<file path="config.mk">
export PLATFORM = sky130hd
export DESIGN_NAME = cosl_top
export DESIGN_NICKNAME = d
export VERILOG_FILES = /design/src/inc/cosl_pkg.sv /design/src/inc/cosl_blink_if.sv /design/src/hw/cosl_blink_div.sv /design/src/hw/cosl_top.sv
export SDC_FILE = /design/constraint.sdc
export NUM_CORES = 1
export LEC_CHECK = 0
export BUFFER_PORTS_ARGS = -buffer_cell sky130_fd_sc_hd__buf_2
export CAP_MARGIN = 20
export CORE_UTILIZATION = 54
export CTS_BUF_LIST = sky130_fd_sc_hd__clkbuf_2
export DETAILED_ROUTE_END_ITERATION = 16
export GPL_ROUTABILITY_DRIVEN = 1
export PLACE_DENSITY = 0.81
export SLEW_MARGIN = 20
export SYNTH_ARGS = -nofsm -noshare
export SYNTH_HDL_FRONTEND = slang
export SYNTH_SLANG_ARGS = --single-unit
</file>
<file path="constraint.sdc">
create_clock -name clk -period 2.6 [get_ports clk]
set_input_delay 0.13 -clock clk [delete_from_list [all_inputs] [get_ports clk]]
set_output_delay 0.13 -clock clk [all_outputs]
set_load 0.05 [all_outputs]
</file>
<file path="src/inc/cosl_pkg.sv">
// Constants and types for the CANopen switch decode and status indicator block.
// Assumes a 50 MHz clock; all counts derive from it.
package cosl_pkg;
	localparam int unsigned CLK_HZ = 50000000;
	localparam int unsigned BLINK1_HZ = 1;
	localparam int unsigned BLINK2_HZ = 2;
	// Half periods in cycles
	localparam int unsigned HALF1_CYC = CLK_HZ / (2 * BLINK1_HZ);
	localparam int unsigned HALF2_CYC = CLK_HZ / (2 * BLINK2_HZ);
	localparam logic [3:0] DIGIT_MAX = 4'h9;
	localparam logic [6:0] ADDR_MIN = 7'h01;
	localparam logic [6:0] ADDR_MAX = 7'h63;
	localparam logic [6:0] ADDR_PDO_LIMIT = 7'h40;
	localparam logic [3:0] RATE_SW_MIN = 4'h1;
	localparam logic [3:0] RATE_SW_MAX = 4'h8;
	localparam logic [6:0] ADDR_RST = 7'h00;
	localparam logic [3:0] RATE_RST = 4'h0;

	// Bit-rate codes
	typedef enum logic [3:0] {
		COSL_RATE_NONE = 4'h0,
		COSL_RATE_10K = 4'h1,
		COSL_RATE_20K = 4'h2,
		COSL_RATE_50K = 4'h3,
		COSL_RATE_125K = 4'h4,
		COSL_RATE_250K = 4'h5,
		COSL_RATE_500K = 4'h6,
		COSL_RATE_800K = 4'h7,
		COSL_RATE_1M = 4'h8
	} cosl_rate_e;

	// Node state reported by the protocol logic
	typedef enum logic [1:0] {
		COSL_NODE_PREOP = 2'h0,
		COSL_NODE_PREPARED = 2'h1,
		COSL_NODE_OPER = 2'h2
	} cosl_node_e;

	// Bus condition reported by the controller
	typedef enum logic [1:0] {
		COSL_BUS_RUN = 2'h0,
		COSL_BUS_PASSIVE = 2'h1,
		COSL_BUS_OTHER = 2'h2
	} cosl_bus_e;
endpackage

</file>
<file path="src/inc/cosl_blink_if.sv">
// Blink enables passed from the divider to the indicator logic.
// Assumes both ends share one clock.
`timescale 1ns/1ps
interface cosl_blink_if;
	logic blink1;
	logic blink2;
	modport src (output blink1, output blink2);
	modport dst (input blink1, input blink2);
endinterface

</file>
<file path="src/hw/cosl_blink_div.sv">
// Divider making 1 Hz and 2 Hz square phases for the indicators.
// Assumes a single clock with synchronous high reset.
`timescale 1ns/1ps
module cosl_blink_div #(
	parameter int unsigned HALF1 = cosl_pkg::HALF1_CYC,
	parameter int unsigned HALF2 = cosl_pkg::HALF2_CYC
) (
	// Clock and reset
	input wire logic clk,
	input wire logic srst,
	// Phases
	cosl_blink_if.src blk
);
	import cosl_pkg::*;

	// Elaboration check: each phase needs two cycles, and the fast phase must not be slower than the slow one
	if (HALF1 < 2 || HALF2 < 2 || HALF2 > HALF1) begin
		$error("cosl_blink_div: bad half periods");
	end

	typedef struct packed {
		logic [31:0] cnt1;
		logic [31:0] cnt2;
		logic ph1;
		logic ph2;
	} cosl_div_s;

	cosl_div_s st_ff;
	cosl_div_s nxt_st;

	always_comb begin
		nxt_st = st_ff;
		nxt_st.cnt1 = st_ff.cnt1 + 32'h1;
		nxt_st.cnt2 = st_ff.cnt2 + 32'h1;
		if (st_ff.cnt1 == 32'(HALF1 - 1)) begin
			nxt_st.cnt1 = 32'h0;
			nxt_st.ph1 = ~st_ff.ph1;
		end
		if (st_ff.cnt2 == 32'(HALF2 - 1)) begin
			nxt_st.cnt2 = 32'h0;
			nxt_st.ph2 = ~st_ff.ph2;
		end
	end

	always_ff @(posedge clk) begin
		if (srst) begin
			st_ff <= '0;
		end else begin
			st_ff <= nxt_st;
		end
	end

	assign blk.blink1 = st_ff.ph1;
	assign blk.blink2 = st_ff.ph2;
endmodule

</file>
<file path="src/hw/cosl_top.sv">
// Start-up switch decode and status indicators of a CANopen gateway module.
// Assumes switch pins are asynchronous and protocol status inputs are on clk.
//
// How it works
// - Node address is tens switch times ten plus units switch.
// - Switch address is valid only from 1 through 99.
// - Address comes from switches or from the start-up init telegram.
// - Address is frozen once operation begins; later switch moves ignored.
// - Default PDO 3-8 identifiers exist only for addresses below 64.
// - Rate switch 1..8 maps 10k to 1M; settings 0 and 9 invalid.
// - Bit rate may instead come from the start-up init telegram.
// - Bit rate is frozen once operation begins.
// - State LED blinks green 1 Hz preop, 2 Hz prepared, steady operational.
// - State LED blinks red 1 Hz when bus initialisation failed.
// - Bus LED green 1 Hz on bus-off/passive, steady when running.
// - Bus LED red 1 Hz on other error, dark before initialised.
// - Indicator three driven dark; indicator four steady green when powered.
`timescale 1ns/1ps
module cosl_top #(
	parameter int unsigned HALF1 = cosl_pkg::HALF1_CYC,
	parameter int unsigned HALF2 = cosl_pkg::HALF2_CYC
) (
	// Clock and reset
	input wire logic clk,
	input wire logic srst,
	// Rotary switch pins
	input wire logic [3:0] swAddrTens,
	input wire logic [3:0] swAddrUnits,
	input wire logic [3:0] swRate,
	// Start-up init telegram
	input wire logic initValid,
	input wire logic initAddrEn,
	input wire logic [6:0] initAddr,
	input wire logic initRateEn,
	input wire logic [3:0] initRate,
	// Protocol status
	input wire logic startOper,
	input wire logic busInit,
	input wire logic busInitFail,
	input wire cosl_pkg::cosl_node_e nodeState,
	input wire cosl_pkg::cosl_bus_e busState,
	// Held configuration
	output logic [6:0] nodeAddr,
	output logic addrValid,
	output logic pdoDefaultsOk,
	output cosl_pkg::cosl_rate_e bitRate,
	output logic rateValid,
	output logic configLocked,
	// Indicators
	output logic [5:0] ledGreen,
	output logic [5:0] ledRed
);
	import cosl_pkg::*;

	// Elaboration check: the divider cannot serve phases shorter than two cycles
	if (HALF1 < 2 || HALF2 < 2 || HALF2 > HALF1) begin
		$error("cosl_top: bad half periods");
	end

	cosl_blink_if blk ();

	cosl_blink_div #(
		.HALF1(HALF1),
		.HALF2(HALF2)
	) u_div (
		.clk(clk),
		.srst(srst),
		.blk(blk)
	);

	function automatic logic addrOk(input logic [6:0] a);
		return (a >= ADDR_MIN) && (a <= ADDR_MAX);
	endfunction

	function automatic logic rateOk(input logic [3:0] r);
		return (r >= RATE_SW_MIN) && (r <= RATE_SW_MAX);
	endfunction

	////////////////////////////////////////////////////////////////////////////////
	// State

	typedef struct packed {
		logic [11:0] swMeta;
		logic [11:0] swSync;
		logic [1:0] startCnt;
		logic sampled;
		logic locked;
		logic [6:0] addr;
		logic aValid;
		logic [3:0] rate;
		logic rValid;
		logic pdo;
		logic [3:0] rateOut;
		logic [5:0] grn;
		logic [5:0] red;
	} cosl_top_s;

	cosl_top_s st_ff;
	cosl_top_s nxt_st;
	logic [6:0] swAddr;

	////////////////////////////////////////////////////////////////////////////////
	// Next state

	always_comb begin
		nxt_st = st_ff;
		swAddr = 7'(st_ff.swSync[11:8] * 7'd10) + 7'(st_ff.swSync[7:4]);
		// Two stages: rotary contacts are not on clk and may settle mid-cycle
		nxt_st.swMeta = {swAddrTens, swAddrUnits, swRate};
		nxt_st.swSync = st_ff.swMeta;

		// sample once, after synchroniser has filled
		if (!st_ff.sampled) begin
			if (st_ff.startCnt == 2'h2) begin
				nxt_st.sampled = 1'b1;
				nxt_st.addr = swAddr;
				// Digits above 9 give no valid address
				nxt_st.aValid = addrOk(swAddr) && (st_ff.swSync[11:8] <= DIGIT_MAX)
					&& (st_ff.swSync[7:4] <= DIGIT_MAX);
				nxt_st.rate = st_ff.swSync[3:0];
				nxt_st.rValid = rateOk(st_ff.swSync[3:0]);
			end else begin
				nxt_st.startCnt = st_ff.startCnt + 2'h1;
			end
		end

		// A telegram before capture would be overwritten by the switch sample, so it is ignored
		// telegram overrides during start-up only
		if (st_ff.sampled && !st_ff.locked && initValid) begin
			if (initAddrEn) begin
				nxt_st.addr = initAddr;
				nxt_st.aValid = addrOk(initAddr);
			end
			if (initRateEn) begin
				nxt_st.rate = initRate;
				nxt_st.rValid = rateOk(initRate);
			end
		end

		// Lock only gates the telegram from the next cycle, so one in the lock cycle lands
		// freeze address
		if (st_ff.sampled && startOper) begin
			nxt_st.locked = 1'b1;
		end

		////////////////////////////////////////////////////////////////////////////////
		// Derived outputs, registered so every pin comes from a flip-flop

		nxt_st.pdo = nxt_st.aValid && (nxt_st.addr < ADDR_PDO_LIMIT);
		nxt_st.rateOut = nxt_st.rValid ? nxt_st.rate : COSL_RATE_NONE;

		////////////////////////////////////////////////////////////////////////////////
		// Indicators; the blink phase is one cycle late, which no eye can see

		nxt_st.grn[0] = 1'b0;
		nxt_st.red[0] = 1'b0;
		if (busInitFail) begin
			nxt_st.red[0] = blk.blink1;
		end else begin
			case (nodeState)
				COSL_NODE_PREOP: nxt_st.grn[0] = blk.blink1;
				COSL_NODE_PREPARED: nxt_st.grn[0] = blk.blink2;
				COSL_NODE_OPER: nxt_st.grn[0] = 1'b1;
				default: nxt_st.grn[0] = 1'b0;
			endcase
		end

		nxt_st.grn[1] = 1'b0;
		nxt_st.red[1] = 1'b0;
		if (busInit) begin
			case (busState)
				COSL_BUS_RUN: nxt_st.grn[1] = 1'b1;
				COSL_BUS_PASSIVE: nxt_st.grn[1] = blk.blink1;
				COSL_BUS_OTHER: nxt_st.red[1] = blk.blink1;
				default: nxt_st.red[1] = blk.blink1;
			endcase
		end

		nxt_st.grn[5:2] = 4'h2;
		nxt_st.red[5:2] = 4'h0;
	end

	always_ff @(posedge clk) begin
		if (srst) begin
			st_ff <= '0;
			st_ff.addr <= ADDR_RST;
			st_ff.rate <= RATE_RST;
		end else begin
			st_ff <= nxt_st;
		end
	end

	////////////////////////////////////////////////////////////////////////////////
	// Outputs, all registered

	assign nodeAddr = st_ff.addr;
	assign addrValid = st_ff.aValid;
	assign pdoDefaultsOk = st_ff.pdo;
	assign bitRate = cosl_rate_e'(st_ff.rateOut);
	assign rateValid = st_ff.rValid;
	assign configLocked = st_ff.locked;
	assign ledGreen = st_ff.grn;
	assign ledRed = st_ff.red;
endmodule

</file>
==> impl_results.html, run 1 <==
<table>
<tr><th>Metric</th><th>Value</th></tr>
<tr><th colspan="2">CTS</th></tr>
<tr><td>Maximum buffer depth of the clock tree</td><td>2</td></tr>
<tr><td>CTS Root Cell</td><td>sky130_fd_sc_hd__clkbuf_2</td></tr>
<tr><td>CTS tree</td><td>yes</td></tr>
<tr><td>TritonCTS Buffers</td><td>17</td></tr>
<tr><td>Post-CTS clock slew at the launch and capture registers of the worst setup and hold paths</td><td>0.20 ns</td></tr>
<tr><td>Clk Latency, worst-skew pair</td><td>0.66 ns</td></tr>
<tr><td>Setup Buffers After CTS</td><td>0</td></tr>
<tr><td>Number of levels the H-tree was split into</td><td>4</td></tr>
<tr><td>CTS sink cnt</td><td>117</td></tr>
<tr><th colspan="2">Outcome</th></tr>
<tr><td>Result of the run</td><td>completed</td></tr>
<tr><th colspan="2">Timing</th></tr>
<tr><td>Final hold slack</td><td>0.0348 ns</td></tr>
<tr><td>Tmin final</td><td>2.45 ns</td></tr>
<tr><td>Final number of hold-violating endpoints</td><td>0</td></tr>
<tr><td>Slew @ Worst Pin</td><td>0.814 ns</td></tr>
<tr><td>Unrepaired setup endpoints after global routing</td><td>no</td></tr>
<tr><td>Final setup violation count</td><td>0</td></tr>
<tr><td>Post-route clock period utilization</td><td>0.944</td></tr>
<tr><td>Final setup skew</td><td>0.0248 ns</td></tr>
<tr><td>Sum of negative setup slack</td><td>0 ns</td></tr>
<tr><td>Fin. max-slew vios</td><td>0</td></tr>
<tr><td>Slew Limit Headroom</td><td>0.452</td></tr>
<tr><td>Highest clock rate</td><td>408 MHz</td></tr>
<tr><th colspan="2">Global route</th></tr>
<tr><td>Number of antenna violations at the first check in global routing</td><td>0</td></tr>
<tr><td>Overall track demand over capacity in global routing</td><td>0.233</td></tr>
<tr><td>Vias in the first global route</td><td>4288</td></tr>
<tr><td>Wire length of the first global-routing pass</td><td>18.6 mm</td></tr>
<tr><td>Final global-route overflow total</td><td>0</td></tr>
<tr><td>Maximum number of pins on one net before global-route repair</td><td>46</td></tr>
<tr><th colspan="2">Placement</th></tr>
<tr><td>Gp weighted congestion</td><td>0.838</td></tr>
<tr><td>DP Cell Count</td><td>734</td></tr>
<tr><td>Port bufs</td><td>54</td></tr>
<tr><td>Post-DP HPWL</td><td>7.52 mm</td></tr>
<tr><th colspan="2">Routing</th></tr>
<tr><td>Drt wl/cell</td><td>13.7 um</td></tr>
<tr><td>Starting DRC count in detailed routing</td><td>180</td></tr>
<tr><td>DRC viols</td><td>0</td></tr>
<tr><td>DRT antenna net count</td><td>0</td></tr>
<tr><td>Final routed wirelength across all metal layers</td><td>10.9 mm</td></tr>
<tr><td>Via count</td><td>4310</td></tr>
<tr><td>Drt via density</td><td>5.38</td></tr>
<tr><td>Detailed-routing iteration count for the pre-antenna-repair pass</td><td>4</td></tr>
<tr><th colspan="2">Layout</th></tr>
<tr><td>Commonest cells after routing, fill and taps aside</td><td>sky130_fd_sc_hd__dfxtp_1 (117), sky130_fd_sc_hd__nor2_1 (94), sky130_fd_sc_hd__buf_2 (54)</td></tr>
<tr><td>Leading cell type in the layout, fill and taps excluded</td><td>sky130_fd_sc_hd__dfxtp_1</td></tr>
<tr><td>Post-Layout Cell Count</td><td>801</td></tr>
<tr><td>Layout cells sized above 1</td><td>0.158</td></tr>
<tr><td>Total number of nets in the final design</td><td>705</td></tr>
<tr><td>Diode count</td><td>0</td></tr>
<tr><td>Layout overhead on the synthesized area</td><td>16.2%</td></tr>
<tr><td>Fill cells</td><td>727</td></tr>
<tr><th colspan="2">Setup path</th></tr>
<tr><td>Library cell contributing the largest single delay on the critical path</td><td>sky130_fd_sc_hd__dfxtp_1</td></tr>
<tr><td>Worst-path maximum fanout</td><td>4</td></tr>
<tr><td>Data arrival time of the critical path</td><td>3.01 ns</td></tr>
<tr><td>Category of the most critical setup path</td><td>register to register</td></tr>
<tr><td>Delay contributed by the slowest stage of the critical path</td><td>0.39 ns</td></tr>
<tr><td>Critical Path End Type</td><td>register</td></tr>
<tr><td>Required time at the worst-slack endpoint</td><td>3.15 ns</td></tr>
<tr><td>Sort of element at the start of the critical path</td><td>register</td></tr>
<tr><td>Cell occurring most often along the worst timing path</td><td>sky130_fd_sc_hd__ha_1</td></tr>
<tr><td>Crit path cell chain</td><td>ha_1 &gt; ha_1 &gt; inv_1 &gt; fa_1 &gt; xor2_1 &gt; and4b_1 &gt; a31oi_1 &gt; o31a_1 &gt; o221a_2</td></tr>
<tr><td>Gate family responsible for the most delay along the worst path</td><td>adder cells</td></tr>
<tr><td>Buffers plus inverters on the worst setup path</td><td>1</td></tr>
<tr><th colspan="2">Power and ir drop</th></tr>
<tr><td>Leakage</td><td>2.39 nW</td></tr>
<tr><td>Pwr per Cell Area</td><td>597 nW/um2</td></tr>
<tr><td>Relative contribution of combinational cells to total power</td><td>0.159</td></tr>
<tr><td>Switching pwr</td><td>1.16 mW</td></tr>
<tr><td>Peak ir drop on the vdd network</td><td>234 uV</td></tr>
<tr><td>Internal power of the cells</td><td>2.47 mW</td></tr>
<tr><td>Share of total power in the clock network</td><td>0.309</td></tr>
<tr><td>Switching part of the total</td><td>0.320</td></tr>
<tr><td>Share of total power in sequential cells</td><td>0.532</td></tr>
<tr><th colspan="2">Synth</th></tr>
<tr><td>Number of cells produced by synthesis</td><td>580</td></tr>
<tr><td>Synth Area in XOR/XNOR</td><td>0.110</td></tr>
<tr><td>Sequential cell area fraction in the yosys report</td><td>0.447</td></tr>
<tr><td>Simple logic cell fraction of the synthesized area</td><td>0.275</td></tr>
<tr><td>Synthesized flop and latch total</td><td>117</td></tr>
<tr><td>Complex-gate fraction of the synthesized area</td><td>0.0559</td></tr>
<tr><td>Primary flip-flop cell chosen by synthesis mapping</td><td>sky130_fd_sc_hd__dfxtp_1</td></tr>
<tr><td>Avg Cell Area, Syn</td><td>9.04 um2</td></tr>
<tr><td>Cell variety after synth</td><td>50</td></tr>
<tr><td>Largest family of logic cells by synthesized area</td><td>simple AND/OR/NAND/NOR gates</td></tr>
<tr><td>Adder-cell share of the synthesized area</td><td>0.0291</td></tr>
<tr><td>Mux cell area share after synthesis</td><td>0.0232</td></tr>
<tr><td>Number of warnings reported in the yosys synthesis log</td><td>0</td></tr>
<tr><td>Number of enable flip-flop cells after synthesis</td><td>0</td></tr>
<tr><td>Area of the mapped netlist</td><td>5240 um2</td></tr>
<tr><td>Post-synth ARST share</td><td>0</td></tr>
<tr><th colspan="2">Floorplan</th></tr>
<tr><td>FP Rows</td><td>35</td></tr>
<tr><td>Die height</td><td>101 um</td></tr>
<tr><td>I/O pin cnt</td><td>62</td></tr>
<tr><td>Effective utilization at floorplan</td><td>0.562</td></tr>
<tr><td>Placeable Area</td><td>9330 um2</td></tr>
<tr><td>Horizontal extent of the die</td><td>101 um</td></tr>
<tr><td>Die area</td><td>10100 um2</td></tr>
<tr><th colspan="2">Worst hold path</th></tr>
<tr><td>Worst min-delay path class</td><td>input port to register</td></tr>
<tr><th colspan="2">Job</th></tr>
<tr><td>Max-capacitance violation count</td><td>0</td></tr>
</table>
## synthesized netlist by cell type (2+ instances only)
cell type                  count  area, um2
sky130_fd_sc_hd__and2_1       10       62.6
sky130_fd_sc_hd__and3_1       10       62.6
sky130_fd_sc_hd__xnor2_1      24        210
sky130_fd_sc_hd__nand4_1      24        150
sky130_fd_sc_hd__nor4_2        3       37.5
sky130_fd_sc_hd__buf_2         2       10.0
sky130_fd_sc_hd__a21oi_1      13       65.1
sky130_fd_sc_hd__or3_1         3       18.8
sky130_fd_sc_hd__buf_4        26        195
sky130_fd_sc_hd__nor2b_1      27        169
sky130_fd_sc_hd__nor2_1       94        353
sky130_fd_sc_hd__ha_1          9        113
sky130_fd_sc_hd__nand3_1      29        145
sky130_fd_sc_hd__inv_1        12       45.0
sky130_fd_sc_hd__nor3_1       12       60.1
sky130_fd_sc_hd__xor2_1       42        368
sky130_fd_sc_hd__or2_2         2       12.5
sky130_fd_sc_hd__o21ai_0       5       25.0
sky130_fd_sc_hd__a31oi_1       2       12.5
sky130_fd_sc_hd__nand2_1      25       93.8
sky130_fd_sc_hd__dfxtp_1     117       2340
sky130_fd_sc_hd__and4_1       11       96.3
sky130_fd_sc_hd__fa_1          2       40.0
sky130_fd_sc_hd__a211oi_1     13       97.6
sky130_fd_sc_hd__clkbuf_1     16       60.1
sky130_fd_sc_hd__nor4_1       13       81.3
sky130_fd_sc_hd__mux2i_1      11        110
## sequential cells by signal, indices dropped and copies added, names as in the netlist, 2 cells and up
register,cells
nxt_st,12
ledRed,2
st_ff,19
u_div.st_ff,64
bitRate,4
nodeAddr,7
ledGreen,3
## timing repair
item / 4_1_cts / 5_1_grt
gates resized for setup: 0 / 1
hold buffers: 35 / 0
endpoints found under the setup margin: 0 / 1
endpoints found under the hold margin: 66 / 0
## worst paths after layout
path              start        end  slack (ns)  cells after the start
max           st_ff[43]  addrValid        0.15                      9
min          initRateEn  st_ff[18]        0.03                      3
max reg2reg   st_ff[43]  addrValid        0.15                      9
min reg2reg  nxt_st[35]  st_ff[35]        0.43                      1
## per-layer routing
layer / share of wire / vias up / track usage
li1: - / 2138 / -
met1: 0.43 / 2012 / 0.269
met2: 0.50 / 134 / 0.398
met3: 0.048 / 26 / 0.0610
met4: 0.025 / 0 / 0.119
met5: 0 / - / 0
## cell type report
type / instances / area, um2 / area share
clock buffers: 17 / 85.1 / 0.0140
clock inverters: 15 / 146 / 0.0240
repair buffers: 98 / 688 / 0.113
multi-input cells: 413 / 2620 / 0.430
well taps: 129 / 161 / 0.0265
flip-flops and latches: 117 / 2340 / 0.385
inverters: 12 / 45.0 / 0.00740
## tightest hold or removal path, cell delays in order
cell                       delay (ns)
sky130_fd_sc_hd__buf_2           0.10
sky130_fd_sc_hd__nand3_1         0.29
sky130_fd_sc_hd__a211oi_1        0.15
## stage by stage
| stage | area, um2 | power [mW] | setup slack (ns) | util |
|---|---|---|---|---|
| after global routing | 6090 | 3.81 | 0.0368 | 0.653 |
| final | 6090 | 3.63 | 0.146 | 0.653 |
| after CTS | 6080 | 3.65 | 0.0849 | 0.652 |
| after detailed placement | 5500 | 2.50 | 0.152 | 0.590 |
| after global placement | 5500 | 2.48 | 0.280 | 0.590 |
| after floorplan | 5260 | 2.39 | 0.154 | - |
## power by group through the flow
stage / clock network, mW / registers (mW) / logic, mW
global route: 1.24 / 1.94 / 0.630
detailed placement: 0 / 1.97 / 0.529
finish: 1.12 / 1.93 / 0.578
floorplan: 0 / 1.99 / 0.402
CTS: 1.14 / 1.93 / 0.575
global placement: 0 / 1.96 / 0.516
## cell families (layout without fill, tap and decap cells)
| logic type | after synthesis | in the layout |
|---|---|---|
| AOI/OAI and AO/OA | 44 | 44 |
| other | 1 | 7 |
| buffers and inverters | 56 | 142 |
| and+or+nand+nor | 273 | 273 |
| muxes | 12 | 12 |
| DFF | 117 | 117 |
| xor gates and xnor gates | 66 | 66 |
| adders and majority gates | 11 | 11 |
(Power assumes the default switching activity.)
==> run 2, diff against run 1 <==
--- a/config.mk
+++ b/config.mk
@@ -12,6 +12,7 @@
 export DETAILED_ROUTE_END_ITERATION = 16
 export GPL_ROUTABILITY_DRIVEN = 1
 export PLACE_DENSITY = 0.81
+export RECOVER_POWER = 25
 export SLEW_MARGIN = 20
 export SYNTH_ARGS = -nofsm -noshare
 export SYNTH_HDL_FRONTEND = slang
==> run 2 against run 1 <==
  * Clock-buffer cell count unchanged
  * Clock power about the same
  * Non-clock buffer count unchanged
  * Largest cell class unchanged
  * Power decreased by 0.12%
  * Final area about the same
  * Clock skew about the same
  * Critical path type unchanged
  * Die area unchanged
  * Sequential cell count unchanged
  * Core utilization decreased by 0.054 points
  * Worst hold slack improved by 0.0087 ns
  * Sequential power about the same
  * Highest routed layer unchanged
  * Routed wire length decreased by 0.28%
==> impl_results.html, run 2 (synthesized netlist as in run 1, its figures left out) <==
<table>
<tr><th>Metric</th><th>Value</th></tr>
<tr><th colspan="2">Routing</th></tr>
<tr><td>DRC viols</td><td>0 (unchanged)</td></tr>
<tr><td>Starting DRC count in detailed routing</td><td>154 (was 180)</td></tr>
<tr><td>Drt wl/cell</td><td>13.6 um (was 13.7 um)</td></tr>
<tr><td>Via count</td><td>4293 (was 4310)</td></tr>
<tr><td>Detailed-routing iteration count for the pre-antenna-repair pass</td><td>4 (unchanged)</td></tr>
<tr><td>Final routed wirelength across all metal layers</td><td>10.9 mm (about the same)</td></tr>
<tr><td>DRT antenna net count</td><td>0 (unchanged)</td></tr>
<tr><td>Drt via density</td><td>5.36 (was 5.38)</td></tr>
<tr><th colspan="2">CTS</th></tr>
<tr><td>CTS Root Cell</td><td>sky130_fd_sc_hd__clkbuf_2 (unchanged)</td></tr>
<tr><td>Number of levels the H-tree was split into</td><td>4 (unchanged)</td></tr>
<tr><td>Maximum buffer depth of the clock tree</td><td>2 (unchanged)</td></tr>
<tr><td>TritonCTS Buffers</td><td>17 (unchanged)</td></tr>
<tr><td>CTS sink cnt</td><td>117 (unchanged)</td></tr>
<tr><td>Post-CTS clock slew at the launch and capture registers of the worst setup and hold paths</td><td>0.20 ns (about the same)</td></tr>
<tr><td>CTS tree</td><td>yes (unchanged)</td></tr>
<tr><td>Clk Latency, worst-skew pair</td><td>0.65 ns (was 0.66 ns)</td></tr>
<tr><th colspan="2">Timing</th></tr>
<tr><td>Least setup slack across all paths after layout</td><td>0.158 ns (was 0.146 ns)</td></tr>
<tr><td>Fin. max-slew vios</td><td>0 (unchanged)</td></tr>
<tr><td>Slew Limit Headroom</td><td>0.454 (was 0.452)</td></tr>
<tr><td>Sum of negative setup slack</td><td>0 ns (unchanged)</td></tr>
<tr><td>Final number of hold-violating endpoints</td><td>0 (unchanged)</td></tr>
<tr><td>Highest clock rate</td><td>409 MHz (was 408 MHz)</td></tr>
<tr><td>Tmin final</td><td>2.44 ns (was 2.45 ns)</td></tr>
<tr><td>Slew @ Worst Pin</td><td>0.812 ns (was 0.814 ns)</td></tr>
<tr><td>Final setup violation count</td><td>0 (unchanged)</td></tr>
<tr><td>Post-route clock period utilization</td><td>0.939 (was 0.944)</td></tr>
<tr><td>Final hold slack</td><td>0.0435 ns (was 0.0348 ns)</td></tr>
<tr><td>Final setup skew</td><td>0.0243 ns (was 0.0248 ns)</td></tr>
<tr><td>Unrepaired setup endpoints after global routing</td><td>no (unchanged)</td></tr>
<tr><th colspan="2">Power and ir drop</th></tr>
<tr><td>Leakage</td><td>2.38 nW (was 2.39 nW)</td></tr>
<tr><td>Peak ir drop on the vdd network</td><td>234 uV (about the same)</td></tr>
<tr><td>Share of total power in sequential cells</td><td>0.532 (about the same)</td></tr>
<tr><td>Pwr per Cell Area</td><td>596 nW/um2 (was 597 nW/um2)</td></tr>
<tr><td>Share of total power in the clock network</td><td>0.309 (about the same)</td></tr>
<tr><td>Relative contribution of combinational cells to total power</td><td>0.159 (about the same)</td></tr>
<tr><td>Switching pwr</td><td>1.16 mW (about the same)</td></tr>
<tr><td>Internal power of the cells</td><td>2.47 mW (about the same)</td></tr>
<tr><td>Switching part of the total</td><td>0.320 (about the same)</td></tr>
<tr><th colspan="2">Global route</th></tr>
<tr><td>Met3 demand-to-capacity share in global routing</td><td>0.0610 (unchanged)</td></tr>
<tr><td>Maximum number of pins on one net before global-route repair</td><td>46 (unchanged)</td></tr>
<tr><td>Vias in the first global route</td><td>4288 (unchanged)</td></tr>
<tr><td>Wire length of the first global-routing pass</td><td>18.6 mm (unchanged)</td></tr>
<tr><td>Global-route layer with the greatest usage</td><td>met2 (unchanged)</td></tr>
<tr><td>Global Route met2 Usage</td><td>0.398 (unchanged)</td></tr>
<tr><td>Global-route track usage on met1</td><td>0.269 (unchanged)</td></tr>
<tr><td>Final global-route overflow total</td><td>0 (unchanged)</td></tr>
<tr><td>Number of antenna violations at the first check in global routing</td><td>0 (unchanged)</td></tr>
<tr><td>Overall track demand over capacity in global routing</td><td>0.233 (unchanged)</td></tr>
<tr><th colspan="2">Placement</th></tr>
<tr><td>Post-DP HPWL</td><td>7.52 mm (unchanged)</td></tr>
<tr><td>Port bufs</td><td>54 (unchanged)</td></tr>
<tr><td>Worst setup slack before clock tree synthesis</td><td>0.152 ns (unchanged)</td></tr>
<tr><td>Gp weighted congestion</td><td>0.838 (unchanged)</td></tr>
<tr><th colspan="2">Floorplan</th></tr>
<tr><td>Placeable Area</td><td>9330 um2 (unchanged)</td></tr>
<tr><td>FP Rows</td><td>35 (unchanged)</td></tr>
<tr><td>Die area</td><td>10100 um2 (unchanged)</td></tr>
<tr><td>Horizontal extent of the die</td><td>101 um (unchanged)</td></tr>
<tr><td>Die height</td><td>101 um (unchanged)</td></tr>
<tr><td>Effective utilization at floorplan</td><td>0.562 (unchanged)</td></tr>
<tr><td>I/O pin cnt</td><td>62 (unchanged)</td></tr>
<tr><th colspan="2">Setup path</th></tr>
<tr><td>Worst-path maximum fanout</td><td>4 (unchanged)</td></tr>
<tr><td>Library cell contributing the largest single delay on the critical path</td><td>sky130_fd_sc_hd__dfxtp_1 (unchanged)</td></tr>
<tr><td>Delay contributed by the slowest stage of the critical path</td><td>0.39 ns (about the same)</td></tr>
<tr><td>Cell occurring most often along the worst timing path</td><td>sky130_fd_sc_hd__ha_1 (unchanged)</td></tr>
<tr><td>Reg-to-reg startpoint</td><td>st_ff[43] (unchanged)</td></tr>
<tr><td>Required time at the worst-slack endpoint</td><td>3.14 ns (was 3.15 ns)</td></tr>
<tr><td>Critical Path End Type</td><td>register (unchanged)</td></tr>
<tr><td>Crit path cell chain</td><td>ha_1 &gt; ha_1 &gt; inv_1 &gt; fa_1 &gt; xor2_1 &gt; and4b_1 &gt; a31oi_1 &gt; o31a_1 &gt; o221a_2 (unchanged)</td></tr>
<tr><td>Crit path from</td><td>st_ff[43] (unchanged)</td></tr>
<tr><td>Data arrival time of the critical path</td><td>2.99 ns (was 3.01 ns)</td></tr>
<tr><td>Sort of element at the start of the critical path</td><td>register (unchanged)</td></tr>
<tr><td>Category of the most critical setup path</td><td>register to register (unchanged)</td></tr>
<tr><th colspan="2">Layout</th></tr>
<tr><td>Total number of nets in the final design</td><td>705 (unchanged)</td></tr>
<tr><td>Register with the highest flop count</td><td>u_div.st_ff (unchanged)</td></tr>
<tr><td>Area occupied by multi-input gates</td><td>2620 um2 (unchanged)</td></tr>
<tr><td>Commonest cells after routing, fill and taps aside</td><td>sky130_fd_sc_hd__dfxtp_1 (117), sky130_fd_sc_hd__nor2_1 (94), sky130_fd_sc_hd__buf_2 (50) (was sky130_fd_sc_hd__dfxtp_1 (117), sky130_fd_sc_hd__nor2_1 (94), sky130_fd_sc_hd__buf_2 (54))</td></tr>
<tr><td>Leading cell type in the layout, fill and taps excluded</td><td>sky130_fd_sc_hd__dfxtp_1 (unchanged)</td></tr>
<tr><td>Sequential standard cell area</td><td>2340 um2 (unchanged)</td></tr>
<tr><td>Max reg flops</td><td>64 (unchanged)</td></tr>
<tr><td>Layout cells sized above 1</td><td>0.152 (was 0.158)</td></tr>
<tr><td>Diode count</td><td>0 (unchanged)</td></tr>
<tr><td>Layout overhead on the synthesized area</td><td>16.1% (was 16.2%)</td></tr>
<tr><td>Fill cells</td><td>731 (was 727)</td></tr>
<tr><th colspan="2">Worst hold path</th></tr>
<tr><td>Worst min-delay path class</td><td>input port to register (unchanged)</td></tr>
<tr><td>Startpoint of the tightest hold check path</td><td>initRateEn (unchanged)</td></tr>
<tr><th colspan="2">Outcome</th></tr>
<tr><td>Result of the run</td><td>completed (unchanged)</td></tr>
<tr><th colspan="2">Job</th></tr>
<tr><td>Max-capacitance violation count</td><td>0 (unchanged)</td></tr>
</table>
## run 2: per-layer routing
metal / routed length [um] / share of wire
met2: 5390 / 0.49
met3: 505 / 0.046
met4: 281 / 0.026
met5: 0 / 0
met1: 4740 / 0.43
## run 2: area by class of cell
class                   count  area share
repair buffers             98       0.112
well taps                 129      0.0265
inverters                  12     0.00740
clock inverters            15      0.0241
clock buffers              17      0.0140
multi-input cells         413       0.431
flip-flops and latches    117       0.385
## run 2: final timing paths
check              endpoint  slack [ns]  cells after the start
setup / recovery  addrValid        0.16                      9
setup reg to reg  addrValid        0.16                      9
hold reg to reg   st_ff[35]        0.43                      1
hold / removal    st_ff[18]        0.04                      3
## run 2: timing repair
action | in CTS | in global routing
hold buffers | 35 | 0
setup buffers | 0 | 0
endpoints found under the setup margin | 0 | 1
gates resized for setup | 0 | 1
hold endpoints to repair | 66 | 0
## run 2: power by group through the flow
stage / combinational, mW / clock [mW] / sequential, mW
2_1_floorplan: 0.402 / 0 / 1.99
3_3_place_gp: 0.516 / 0 / 1.96
3_5_place_dp: 0.529 / 0 / 1.97
4_1_cts: 0.575 / 1.14 / 1.93
5_1_grt: 0.628 / 1.24 / 1.94
6_report: 0.577 / 1.12 / 1.93
## run 2: through the flow
stage	utilization	cells	power, mW	instance area (um2)
after floorplan	-	586	2.39	5260
after global placement	0.590	734	2.48	5500
after detailed placement	0.590	734	2.50	5500
after CTS	0.652	801	3.65	6080
after global routing	0.652	801	3.81	6080
final	0.652	801	3.63	6080
## run 2: worst max-delay path, delay by kind of cell, from the launching register on
family	cells	cell delay, ns
buffers and inverters	1	0.05
adders and majority gates	3	0.82
DFF	1	0.39
xor gates and xnor gates	1	0.27
and+or+nand+nor	1	0.23
AOI/OAI and AO/OA	3	0.59
